File: src/t8pwm_pkg.sv
/*
  Constants, field layouts and enumerations for the 8-bit PWM timer.
  Assumes a single 20 MHz system clock and a plain register port
  (address, write data, write strobe, read strobe, read data next cycle).
*/
package t8pwm_pkg;

  // ==========================================================================
  // Widths and counter limits
  localparam int unsigned ADDR_W  = 3;
  localparam int unsigned DATA_W  = 8;
  localparam int unsigned PRESC_W = 10;
  localparam logic [7:0]  CNT_MAX    = 8'hFF;
  localparam logic [7:0]  CNT_BOTTOM = 8'h00;
  localparam logic [7:0]  CNT_ONE    = 8'h01;

  // ==========================================================================
  // Register indices
  localparam logic [2:0] REG_CTRL   = 3'h0;
  localparam logic [2:0] REG_COUNT  = 3'h1;
  localparam logic [2:0] REG_CMP    = 3'h2;
  localparam logic [2:0] REG_FLAGS  = 3'h3;
  localparam logic [2:0] REG_STATUS = 3'h4;
  localparam logic [2:0] REG_CMPACT = 3'h5;

  // ==========================================================================
  // Field positions
  localparam int unsigned CTRL_WAVE_LSB = 0;
  localparam int unsigned CTRL_COM_LSB  = 2;
  localparam int unsigned CTRL_CS_LSB   = 4;
  localparam int unsigned FLAG_OVF_BIT  = 0;
  localparam int unsigned FLAG_CMF_BIT  = 1;
  localparam int unsigned STAT_DOWN_BIT = 0;
  localparam int unsigned STAT_OUT_BIT  = 1;
  localparam int unsigned STAT_PEN_BIT  = 2;

  // ==========================================================================
  // Reset values and prescaler step
  localparam logic [7:0] RST_BYTE = 8'h00;
  localparam logic [9:0] RST_PRESC = 10'h000;
  localparam logic [9:0] PRESC_STEP = 10'h001;

  // ==========================================================================
  // Prescaler taps: a tick fires when the masked divider bits are all ones
  localparam logic [9:0] PRESC_MASK_8    = 10'h007;
  localparam logic [9:0] PRESC_MASK_64   = 10'h03F;
  localparam logic [9:0] PRESC_MASK_256  = 10'h0FF;
  localparam logic [9:0] PRESC_MASK_1024 = 10'h3FF;

  // ==========================================================================
  // Enumerations
  typedef enum logic [1:0] {
    WAVE_NORMAL = 2'b00,
    WAVE_PHASE  = 2'b01,
    WAVE_CTC    = 2'b10,
    WAVE_FAST   = 2'b11
  } t8pwm_wave_t;

  typedef enum logic [1:0] {
    COM_OFF    = 2'b00,
    COM_TOGGLE = 2'b01,
    COM_NONINV = 2'b10,
    COM_INV    = 2'b11
  } t8pwm_com_t;

  typedef enum logic [2:0] {
    CS_STOP   = 3'b000,
    CS_DIV1   = 3'b001,
    CS_DIV8   = 3'b010,
    CS_DIV64  = 3'b011,
    CS_DIV256 = 3'b100,
    CS_DIV1K  = 3'b101,
    CS_EXTF   = 3'b110,
    CS_EXTR   = 3'b111
  } t8pwm_cs_t;

  typedef enum logic {
    DIR_UP   = 1'b0,
    DIR_DOWN = 1'b1
  } t8pwm_dir_t;

  typedef struct packed {
    logic [9:0]  presc;
    t8pwm_wave_t wave;
    t8pwm_com_t  com;
    t8pwm_cs_t   cs;
    logic [7:0]  cnt;
    t8pwm_dir_t  dir;
    logic [7:0]  cmp_buf;
    logic [7:0]  cmp_act;
    logic        blk;
    logic        ovf;
    logic        cmf;
    logic        oc;
    logic        pin_en;
    logic [7:0]  rdata;
  } t8pwm_state_t;

endpackage

File: src/t8pwm_top.sv
/*
  8-bit timer with fast PWM and phase correct PWM waveform generation.
  Assumes all inputs are synchronous to clk_sys_i, the register master
  follows the one-cycle strobe protocol, and the pin driver outside uses
  the enable to decide whether the compare output reaches the pad.
*/
// Local design decisions: strobed register access and the placing of the registers.
`timescale 1ns/1ps
module t8pwm_top (
  input  wire logic       clk_sys_i,
  input  wire logic       rst_n_i,
  input  wire logic [2:0] reg_addr_i,
  input  wire logic [7:0] reg_wdata_i,
  input  wire logic       reg_wr_i,
  input  wire logic       reg_rd_i,
  output logic      [7:0] reg_rdata_o,
  output logic            compare_output_pin_o,
  output logic            compare_output_pin_en_o,
  output logic            overflow_flag_o,
  output logic            compare_match_flag_o
);

  t8pwm_pkg::t8pwm_state_t st_q;
  t8pwm_pkg::t8pwm_state_t st_d;

  logic       timer_tick;
  logic       match;
  logic       match_eff;
  logic       up_match;
  logic       up_level;
  logic       at_max;
  logic       at_bottom;
  logic       ovf_set;
  logic [7:0] flags_rd;
  logic [7:0] status_rd;
  logic [7:0] ctrl_rd;

  // ==========================================================================
  // Timer tick from the free-running prescaler
  // External clock selections are not wired in; they leave the timer stopped.
  always_comb begin
    unique case (st_q.cs)
      t8pwm_pkg::CS_STOP:   timer_tick = 1'b0;
      t8pwm_pkg::CS_DIV1:   timer_tick = 1'b1;
      t8pwm_pkg::CS_DIV8:   timer_tick =
        (st_q.presc & t8pwm_pkg::PRESC_MASK_8) == t8pwm_pkg::PRESC_MASK_8;
      t8pwm_pkg::CS_DIV64:  timer_tick =
        (st_q.presc & t8pwm_pkg::PRESC_MASK_64) == t8pwm_pkg::PRESC_MASK_64;
      t8pwm_pkg::CS_DIV256: timer_tick =
        (st_q.presc & t8pwm_pkg::PRESC_MASK_256) == t8pwm_pkg::PRESC_MASK_256;
      t8pwm_pkg::CS_DIV1K:  timer_tick =
        (st_q.presc & t8pwm_pkg::PRESC_MASK_1024) ==
        t8pwm_pkg::PRESC_MASK_1024;
      t8pwm_pkg::CS_EXTF:   timer_tick = 1'b0;
      t8pwm_pkg::CS_EXTR:   timer_tick = 1'b0;
    endcase
  end

  // ==========================================================================
  // Compare decode
  assign at_max    = st_q.cnt == t8pwm_pkg::CNT_MAX;
  assign at_bottom = st_q.cnt == t8pwm_pkg::CNT_BOTTOM;
  assign match     = timer_tick && !st_q.blk && (st_q.cnt == st_q.cmp_act);
  // Compare at MAX with COM bit 1 set is replaced by the top action
  assign match_eff = match &&
    !((st_q.cmp_act == t8pwm_pkg::CNT_MAX) && st_q.com[1]);
  // The turn at BOTTOM counts as rising, so compare zero stays at one level
  assign up_match  = (st_q.dir == t8pwm_pkg::DIR_UP) || at_bottom;
  assign up_level  = st_q.com[0];
  // Hardware overflow event of this cycle; it beats a software clear
  assign ovf_set   = timer_tick && ((st_q.wave == t8pwm_pkg::WAVE_PHASE) ?
    ((st_q.dir == t8pwm_pkg::DIR_DOWN) && at_bottom) : at_max);

  // ==========================================================================
  // Read views
  always_comb begin
    ctrl_rd = t8pwm_pkg::RST_BYTE;
    ctrl_rd[t8pwm_pkg::CTRL_WAVE_LSB +: 2] = st_q.wave;
    ctrl_rd[t8pwm_pkg::CTRL_COM_LSB +: 2]  = st_q.com;
    ctrl_rd[t8pwm_pkg::CTRL_CS_LSB +: 3]   = st_q.cs;
    flags_rd = t8pwm_pkg::RST_BYTE;
    flags_rd[t8pwm_pkg::FLAG_OVF_BIT] = st_q.ovf;
    flags_rd[t8pwm_pkg::FLAG_CMF_BIT] = st_q.cmf;
    status_rd = t8pwm_pkg::RST_BYTE;
    status_rd[t8pwm_pkg::STAT_DOWN_BIT] = st_q.dir == t8pwm_pkg::DIR_DOWN;
    status_rd[t8pwm_pkg::STAT_OUT_BIT]  = st_q.oc;
    status_rd[t8pwm_pkg::STAT_PEN_BIT]  = st_q.pin_en;
  end

  // ==========================================================================
  // Next state
  always_comb begin
    st_d = st_q;
    st_d.presc = st_q.presc + t8pwm_pkg::PRESC_STEP;

    // Counting and waveform, only on a timer tick
    if (timer_tick) begin
      st_d.blk = 1'b0;
      if (match) begin
        st_d.cmf = 1'b1;
      end
      unique case (st_q.wave)
        t8pwm_pkg::WAVE_FAST: begin
          if (match_eff) begin
            unique case (st_q.com)
              t8pwm_pkg::COM_OFF:    st_d.oc = st_q.oc;
              t8pwm_pkg::COM_TOGGLE: st_d.oc = !st_q.oc;
              t8pwm_pkg::COM_NONINV: st_d.oc = 1'b0;
              t8pwm_pkg::COM_INV:    st_d.oc = 1'b1;
            endcase
          end
          if (at_max) begin
            st_d.cnt     = t8pwm_pkg::CNT_BOTTOM;
            st_d.ovf     = 1'b1;
            st_d.cmp_act = st_q.cmp_buf;
            if (st_q.com == t8pwm_pkg::COM_NONINV) begin
              st_d.oc = 1'b1;
            end else if (st_q.com == t8pwm_pkg::COM_INV) begin
              st_d.oc = 1'b0;
            end
          end else begin
            st_d.cnt = st_q.cnt + t8pwm_pkg::CNT_ONE;
          end
        end
        t8pwm_pkg::WAVE_PHASE: begin
          if (match_eff && st_q.com[1]) begin
            st_d.oc = up_match ? up_level : !up_level;
          end
          if (st_q.dir == t8pwm_pkg::DIR_UP) begin
            if (at_max) begin
              st_d.dir     = t8pwm_pkg::DIR_DOWN;
              st_d.cnt     = t8pwm_pkg::CNT_MAX - t8pwm_pkg::CNT_ONE;
              st_d.cmp_act = st_q.cmp_buf;
              if (st_q.com[1]) begin
                // Level at MAX follows the newly loaded compare value
                st_d.oc = (st_q.cmp_buf == t8pwm_pkg::CNT_MAX) ?
                  !up_level : up_level;
              end
            end else begin
              st_d.cnt = st_q.cnt + t8pwm_pkg::CNT_ONE;
            end
          end else begin
            if (at_bottom) begin
              st_d.dir = t8pwm_pkg::DIR_UP;
              st_d.cnt = t8pwm_pkg::CNT_ONE;
              st_d.ovf = 1'b1;
            end else begin
              st_d.cnt = st_q.cnt - t8pwm_pkg::CNT_ONE;
            end
          end
        end
        t8pwm_pkg::WAVE_NORMAL,
        t8pwm_pkg::WAVE_CTC: begin
          // Plain up count; non-PWM waveform actions are not provided
          st_d.cnt = st_q.cnt + t8pwm_pkg::CNT_ONE;
          if (at_max) begin
            st_d.ovf = 1'b1;
          end
        end
      endcase
    end

    // Non-PWM modes take the compare value at once
    if (st_q.wave == t8pwm_pkg::WAVE_NORMAL ||
        st_q.wave == t8pwm_pkg::WAVE_CTC) begin
      st_d.cmp_act = st_q.cmp_buf;
      st_d.dir     = t8pwm_pkg::DIR_UP;
    end
    if (st_q.wave == t8pwm_pkg::WAVE_FAST) begin
      st_d.dir = t8pwm_pkg::DIR_UP;
    end

    // Register writes; flag set above wins over a clear here
    if (reg_wr_i) begin
      unique case (reg_addr_i)
        t8pwm_pkg::REG_CTRL: begin
          st_d.wave = t8pwm_pkg::t8pwm_wave_t'(
            reg_wdata_i[t8pwm_pkg::CTRL_WAVE_LSB +: 2]);
          st_d.com  = t8pwm_pkg::t8pwm_com_t'(
            reg_wdata_i[t8pwm_pkg::CTRL_COM_LSB +: 2]);
          st_d.cs   = t8pwm_pkg::t8pwm_cs_t'(
            reg_wdata_i[t8pwm_pkg::CTRL_CS_LSB +: 3]);
        end
        t8pwm_pkg::REG_COUNT: begin
          // A counter write hides the compare on the next tick
          st_d.cnt = reg_wdata_i;
          st_d.blk = 1'b1;
        end
        t8pwm_pkg::REG_CMP: begin
          st_d.cmp_buf = reg_wdata_i;
        end
        t8pwm_pkg::REG_FLAGS: begin
          if (reg_wdata_i[t8pwm_pkg::FLAG_OVF_BIT] && !ovf_set) begin
            st_d.ovf = 1'b0;
          end
          if (reg_wdata_i[t8pwm_pkg::FLAG_CMF_BIT] && !match) begin
            st_d.cmf = 1'b0;
          end
        end
        default: begin
        end
      endcase
    end

    st_d.pin_en = st_d.com != t8pwm_pkg::COM_OFF;

    // Read data stands only in the cycle after the strobe
    st_d.rdata = t8pwm_pkg::RST_BYTE;
    if (reg_rd_i) begin
      unique case (reg_addr_i)
        t8pwm_pkg::REG_CTRL:   st_d.rdata = ctrl_rd;
        t8pwm_pkg::REG_COUNT:  st_d.rdata = st_q.cnt;
        t8pwm_pkg::REG_CMP:    st_d.rdata = st_q.cmp_buf;
        t8pwm_pkg::REG_FLAGS:  st_d.rdata = flags_rd;
        t8pwm_pkg::REG_STATUS: st_d.rdata = status_rd;
        t8pwm_pkg::REG_CMPACT: st_d.rdata = st_q.cmp_act;
        default:               st_d.rdata = t8pwm_pkg::RST_BYTE;
      endcase
    end
  end

  // ==========================================================================
  // State register
  always_ff @(posedge clk_sys_i) begin
    if (!rst_n_i) begin
      st_q.presc   <= t8pwm_pkg::RST_PRESC;
      st_q.wave    <= t8pwm_pkg::WAVE_NORMAL;
      st_q.com     <= t8pwm_pkg::COM_OFF;
      st_q.cs      <= t8pwm_pkg::CS_STOP;
      st_q.cnt     <= t8pwm_pkg::RST_BYTE;
      st_q.dir     <= t8pwm_pkg::DIR_UP;
      st_q.cmp_buf <= t8pwm_pkg::RST_BYTE;
      st_q.cmp_act <= t8pwm_pkg::RST_BYTE;
      st_q.blk     <= 1'b0;
      st_q.ovf     <= 1'b0;
      st_q.cmf     <= 1'b0;
      st_q.oc      <= 1'b0;
      st_q.pin_en  <= 1'b0;
      st_q.rdata   <= t8pwm_pkg::RST_BYTE;
    end else begin
      st_q <= st_d;
    end
  end

  assign reg_rdata_o             = st_q.rdata;
  assign compare_output_pin_o    = st_q.oc;
  assign compare_output_pin_en_o = st_q.pin_en;
  assign overflow_flag_o         = st_q.ovf;
  assign compare_match_flag_o    = st_q.cmf;

endmodule

File: config.mk
export PLATFORM = sky130hd
export DESIGN_NAME = t8pwm_top
export DESIGN_NICKNAME = d
export VERILOG_FILES = /design/src/t8pwm_pkg.sv /design/src/t8pwm_top.sv
export SDC_FILE = /design/constraint.sdc
export NUM_CORES = 1
export LEC_CHECK = 0
export CAP_MARGIN = 40
export CORE_ASPECT_RATIO = 2
export CORE_MARGIN = 1.5
export CORE_UTILIZATION = 50
export CTS_CLUSTER_SIZE = 24
export DETAILED_ROUTE_END_ITERATION = 12
export DONT_BUFFER_PORTS = 1
export PLACE_DENSITY = 0.67
export RECOVER_POWER = 25
export SLEW_MARGIN = 20
export SYNTH_ARGS = -nofsm -noshare
export SYNTH_HDL_FRONTEND = slang
export SYNTH_SLANG_ARGS = --single-unit
File: constraint.sdc
create_clock -name clk_sys_i -period 2.95 [get_ports clk_sys_i]
set_clock_uncertainty 0.15 [all_clocks]
set_input_delay 0.295 -clock clk_sys_i [delete_from_list [all_inputs] [get_ports clk_sys_i]]
set_output_delay 0.295 -clock clk_sys_i [all_outputs]
set_load 0.005 [all_outputs]
Yosys cells after proc, flatten, opt, wreduce, memory -nomap -nowiden
Index checks and enable logic that the tools add are counted.

word-level totals
  flip-flop bits (word level) = 55
  bits in latches = 0
  RAM bits = 0
  bits in read-only memories = 0
  input bits = 15
  output and inout bits = 12
  memories kept = 0

operators by class
  $add $sub $neg = 3
  multipliers = 0
  divide/modulo/power cells = 0
  magnitude comparators = 0
  eq/ne operators = 27
  shifts and indexed selects = 0
  muxes and demuxes = 42
  bitwise operators = 2
  reduce and logical (&&, ||, !) cells = 36

operator list
  operator                 number
  $mux W8                  7
  $pmux W8 S6              1
  $eq A8 B8 Y1 const B     4
  $pmux W8 S3              1
  $eq A3 B3 Y1 const B     7
  $mux W1                  21
  $mux W9                  2
  $pmux W8 S2              1
  $mux W13                 1
  $eq A3 B2 Y1 const B     4
  $mux W12                 1
  $add A10 B1 Y10 const B  1
  $eq A10 B10 Y1 const B   1
  $reduce_and A2 Y1        5
  $logic_and A1 B1 Y1      9
  $reduce_or A3 Y1         3
  $add A8 B1 Y8 const B    1
  $eq A2 B2 Y1 const B     4
  $eq A8 B8 Y1             1
  $logic_not A8 Y1         1
  $sub A8 B1 Y8 const B    1
  $eq A3 B1 Y1 const B     2
  $eq A6 B6 Y1 const B     1
  $logic_not A1 Y1         6
  other kinds (16)         24

Longest topological paths before layout
  word-level depth = 16
  depth in mapped cells = 9
  depth with buffers taken out = 8

Worst setup path before layout
Ideal clock, no wire load.

  path type = register to register
  from = register st_q[45] (netlist bit)
  to = register st_q[13] (netlist bit)
  library setup time = 0.116 ns
  arrival = 2.046 ns
  path slack = 0.638 ns
  cell stages (with the launch flop) = 8
  path buffers = 0
  clock period less this slack = 2.312 ns
  path through = dfxtp_1 -> ha_1 -> nand4_4 -> a2111oi_4 -> o211ai_2 -> o31ai_4 -> mux2i_1 -> nor2b_1

between the ends
  longest elaborated chain between the ends = 4

ends and longest elaborated chain
  item                                          line              source
  from (decl)                                   t8pwm_top.sv:23   t8pwm_pkg::t8pwm_state_t st_q;
  from (signal assigned)                        t8pwm_top.sv:241  st_q <= st_d;
  $eq A10 B10 Y1, or another cell as far along  t8pwm_top.sv:52   (st_q.presc & t8pwm_pkg::PRESC_MASK_1024) ==
  $pmux W1 S6 (*)                               t8pwm_top.sv:42   unique case (st_q.cs)
  $reduce_bool A2 Y1 (no line) (*)              n/a
  $reduce_and A3 Y1 (no line) (*)               n/a

Every way passes the cells marked *; elsewhere a longest branch is shown, timed or not.
A chain may end at the register's enable or synchronous reset.

Final worst setup path
  from = register st_q[45] (netlist bit)
  to = register st_q (netlist bit compare_output_pin_o)

between the ends
  longest elaborated chain between the ends = 11

ends and longest elaborated chain
  item                                          line              source
  $eq A10 B10 Y1, or another cell as far along  t8pwm_top.sv:52
  $pmux W1 S6 (*)                               t8pwm_top.sv:42
  $logic_and A1 B1 Y1 (2 in series)             t8pwm_top.sv:63   assign match = timer_tick && !st_q.blk && (st_q.cnt == st_q.cmp_act);
  $logic_and A1 B1 Y1                           t8pwm_top.sv:65   assign match_eff = match &&
  $logic_and A1 B1 Y1                           t8pwm_top.sv:126  if (match_eff && st_q.com[1]) begin
  $mux W1                                       t8pwm_top.sv:126
  $mux W1                                       t8pwm_top.sv:134  if (st_q.com[1]) begin
  $mux W1                                       t8pwm_top.sv:130  if (at_max) begin
  $mux W1                                       t8pwm_top.sv:129  if (st_q.dir == t8pwm_pkg::DIR_UP) begin
  $pmux W1 S2                                   t8pwm_top.sv:102  unique case (st_q.wave)

Marked as above.

==> summary.md <==
| Metric | Value |
|---|---|
| Hold_ws | `6.36 ps` |
| Crit path launch type | `flip-flop` |
| CTS sink cnt | `55` |
| Crit path arrival time | `2670 ps` |
| DR vias | `2825` |
| Req. time, crit path | `3020 ps` |
| Maximum VDD drop | `401 µV` |
| Drt wl/cell | `20.1 µm` |
| Worst-skew pair later-pin latency | `290 ps` |
| I/O pin count | `27` |
| FFs w/ async S/R, synth | `0` |
| Maxcap violations | `0` |
| Commonest non-fill, non-tap cell in the layout | `dfxtp_1` |
| Gate Count Post-Synth | `397` |
| Area growth syn-to-layout | `7.33%` |
| Chip Width | `60.0 µm` |
| Minimum clock period | `2600 ps` |
| Std-Cell Rows | `41` |
| Worst min-delay path class | `in -> reg` |
| CTS tree | `done` |
| Yosys cell types | `54` |
| Status | `finished clean` |
| Max transition margin | `0.479` |
| Area after DPL | `0.00323 mm²` |
| DR vias/cell | `6.04` |
| Final period utilization | `0.881` |
| Most used DFF post-synth | `dfxtp_1` |
| Final WL | `9.43 mm` |
| Fmax | `385 MHz` |
| Die ar. | `0.00701 mm²` |
| Clock-pin slew on the worst setup and hold paths | `70 ps` |
| Layout net count | `400` |
| Number of enable flip-flop cells after synthesis | `0` |
| Initial antenna violation count | `0` |
| Design Area, Final | `0.00348 mm²` |
| Drt first pass iters | `4` |
| IO Port Bufs | `0` |
| Gr usage total | `0.292` |
| Area of the multi-input gates | `0.00195 mm²` |
| H-tree levels | `2` |
| Final Hold Vio Count | `0` |
| Pwr/cell area | `467 mW/mm²` |
| Post-detail-place hpwl | `6.88 mm` |
| Mapped Area | `0.00324 mm²` |
| Post-CTS Setup Inserts | `0` |
| Post-synthesis sequential area ratio | `0.340` |
| Drt initial violations | `164` |
| Core area | `0.00631 mm²` |
| Residual DRC count | `0` |
| Total CTS buffers | `5` |
| Final Max Slew Viols | `0` |
| WS Path Type | `reg -> reg` |
| Setup TNS Final | `0 ps` |
| Die H | `117 µm` |
| Syn. warnings | `0` |
| Worst-path maximum fanout | `6` |
| Synthesized flop and latch total | `55` |
| Largest net degree at the start of global routing | `26` |
| Number of global-route vias before repair | `2835` |
| Placed cell count | `452` |
| Slew @ Worst Pin | `779 ps` |
| Final setup fails | `0` |
| ANT cells | `0` |
| Fillcell total | `608` |
| Pre-CTS WS | `398 ps` |
| P_leak | `1.22 nW` |
| Avg Inst Size Synth | `8.17 µm²` |
| Initial Util | `0.514` |
| Longest Clk Path Bufs | `2` |
| Sequential cell area | `0.00110 mm²` |
| Wire length of the first global-routing pass | `15.0 mm` |
| Clock root buffer | `clkbuf_16` |
| Post-DRT Antenna Nets | `0` |
| Fin worst setup slack | `351 ps` |
| Cell Count, Final, Fillers Out | `468` |
| Routability cong. | `0.958` |
| Most frequent cells in the layout | `dfxtp_1, nand2_1, nor2_1` |
| Share of layout cells above drive strength 1 | `0.0576` |
| Overflow after GRT | `0` |
| Unrepaired setup endpoints after global routing | `false` |
| Synthesized Nets | `416` |
| Critical Path End Type | `flip-flop` |
synth_stat cells, drive strengths merged (2+ instances only):
cell type,n,area share
a21boi,10,0.023
a21o,2,0.0046
a21oi,18,0.028
a221oi,2,0.0054
a22oi,2,0.0046
a311oi,2,0.0054
a31oi,8,0.015
and2,9,0.017
and3,6,0.012
buf,11,0.022
clkbuf,27,0.031
dfxtp,55,0.34
ha,4,0.015
inv,6,0.0069
mux2,2,0.0069
mux2i,26,0.080
nand2,38,0.044
nand2b,3,0.0058
nand3,12,0.019
nand3b,2,0.0046
nand4,9,0.022
nor2,31,0.036
nor2b,22,0.042
nor3,10,0.015
nor3b,4,0.0093
o211ai,5,0.013
o21ai,25,0.039
o22ai,2,0.0039
o32ai,2,0.0054
or3,4,0.0077
xnor2,13,0.035
xor2,8,0.022
logic make-up (layout without fill, tap and decap cells):
family	Yosys count	after routing	share of synthesized area
and+or+nand+nor	157	157	0.252
adders and majority gates	4	4	0.0154
xor gates and xnor gates	21	21	0.0567
buffers and inverters	44	29	0.0602
AOI/OAI and AO/OA	87	87	0.182
DFF	55	55	0.340
muxes	29	29	0.0941
critical path, cell delays in order, from the launching register on:
cell       delay [ps]
dfxtp_1           370
ha_1              260
nand4_4           160
a2111oi_4         400
o211ai_2          190
nor3_1            440
mux2_2            390
a2bb2oi_1         160
through the flow:
stage / power [mW] / util
after CTS: 1.63 / 0.551
after detailed placement: 0.934 / 0.512
after floorplan: 0.920 / -
after global placement: 0.931 / 0.512
after global routing: 1.68 / 0.552
final: 1.62 / 0.552
flip-flops by register name, indices dropped and copies added (netlist names):
name	count
st_q	36
ctrl_rd	7
compare_output_pin_o	1
compare_match_flag_o	1
compare_output_pin_en_o	1
overflow_flag_o	1
reg_rdata_o	8
path summary, 6_finish.rpt:
| path | slack, ps | depth (start not counted) | endpoint | startpoint |
|---|---|---|---|---|
| max | 350 | 7 | compare_output_pin_o$_SDFFE_PN0P_ | st_q[45]$_SDFF_PN0_ |
| min reg2reg | 330 | 1 | st_q[45]$_SDFF_PN0_ | st_q[45]$_SDFF_PN0_ |
| min | 6 | 1 | st_q[24]$_SDFFE_PN0P_ | rst_n_i |
| max reg2reg | 350 | 7 | compare_output_pin_o$_SDFFE_PN0P_ | st_q[45]$_SDFF_PN0_ |
per-layer routing:
layer  share of wire  global-route usage  vias to the layer above
met5               0                   0                        -
met1            0.35               0.292                     1338
met3           0.045              0.0560                       34
met4           0.059               0.179                        0
li1                -                   -                     1361
met2            0.55               0.529                       92
power by group:
group | leakage, nW | internal (mW) | switching (mW)
Clock | 0.0868 | 0.423 | 0.268
Sequential | 0.445 | 0.760 | 0.0353
Combinational | 0.688 | 0.0676 | 0.0714
Total | 1.22 | 1.25 | 0.374
final cells by class:
type	count	share of cell area
multi-input cells	298	0.559
inverters	6	0.00647
clock buffers	6	0.0399
clock inverters	2	0.0101
well taps	86	0.0309
repair buffers	15	0.0370
flip-flops and latches	55	0.316
what timing repair did:
item                                   4_1_cts  5_1_grt
gates resized for setup                      0        0
hold buffers                                 7        1
endpoints found under the hold margin       28        1
(Power assumes the default switching activity.)
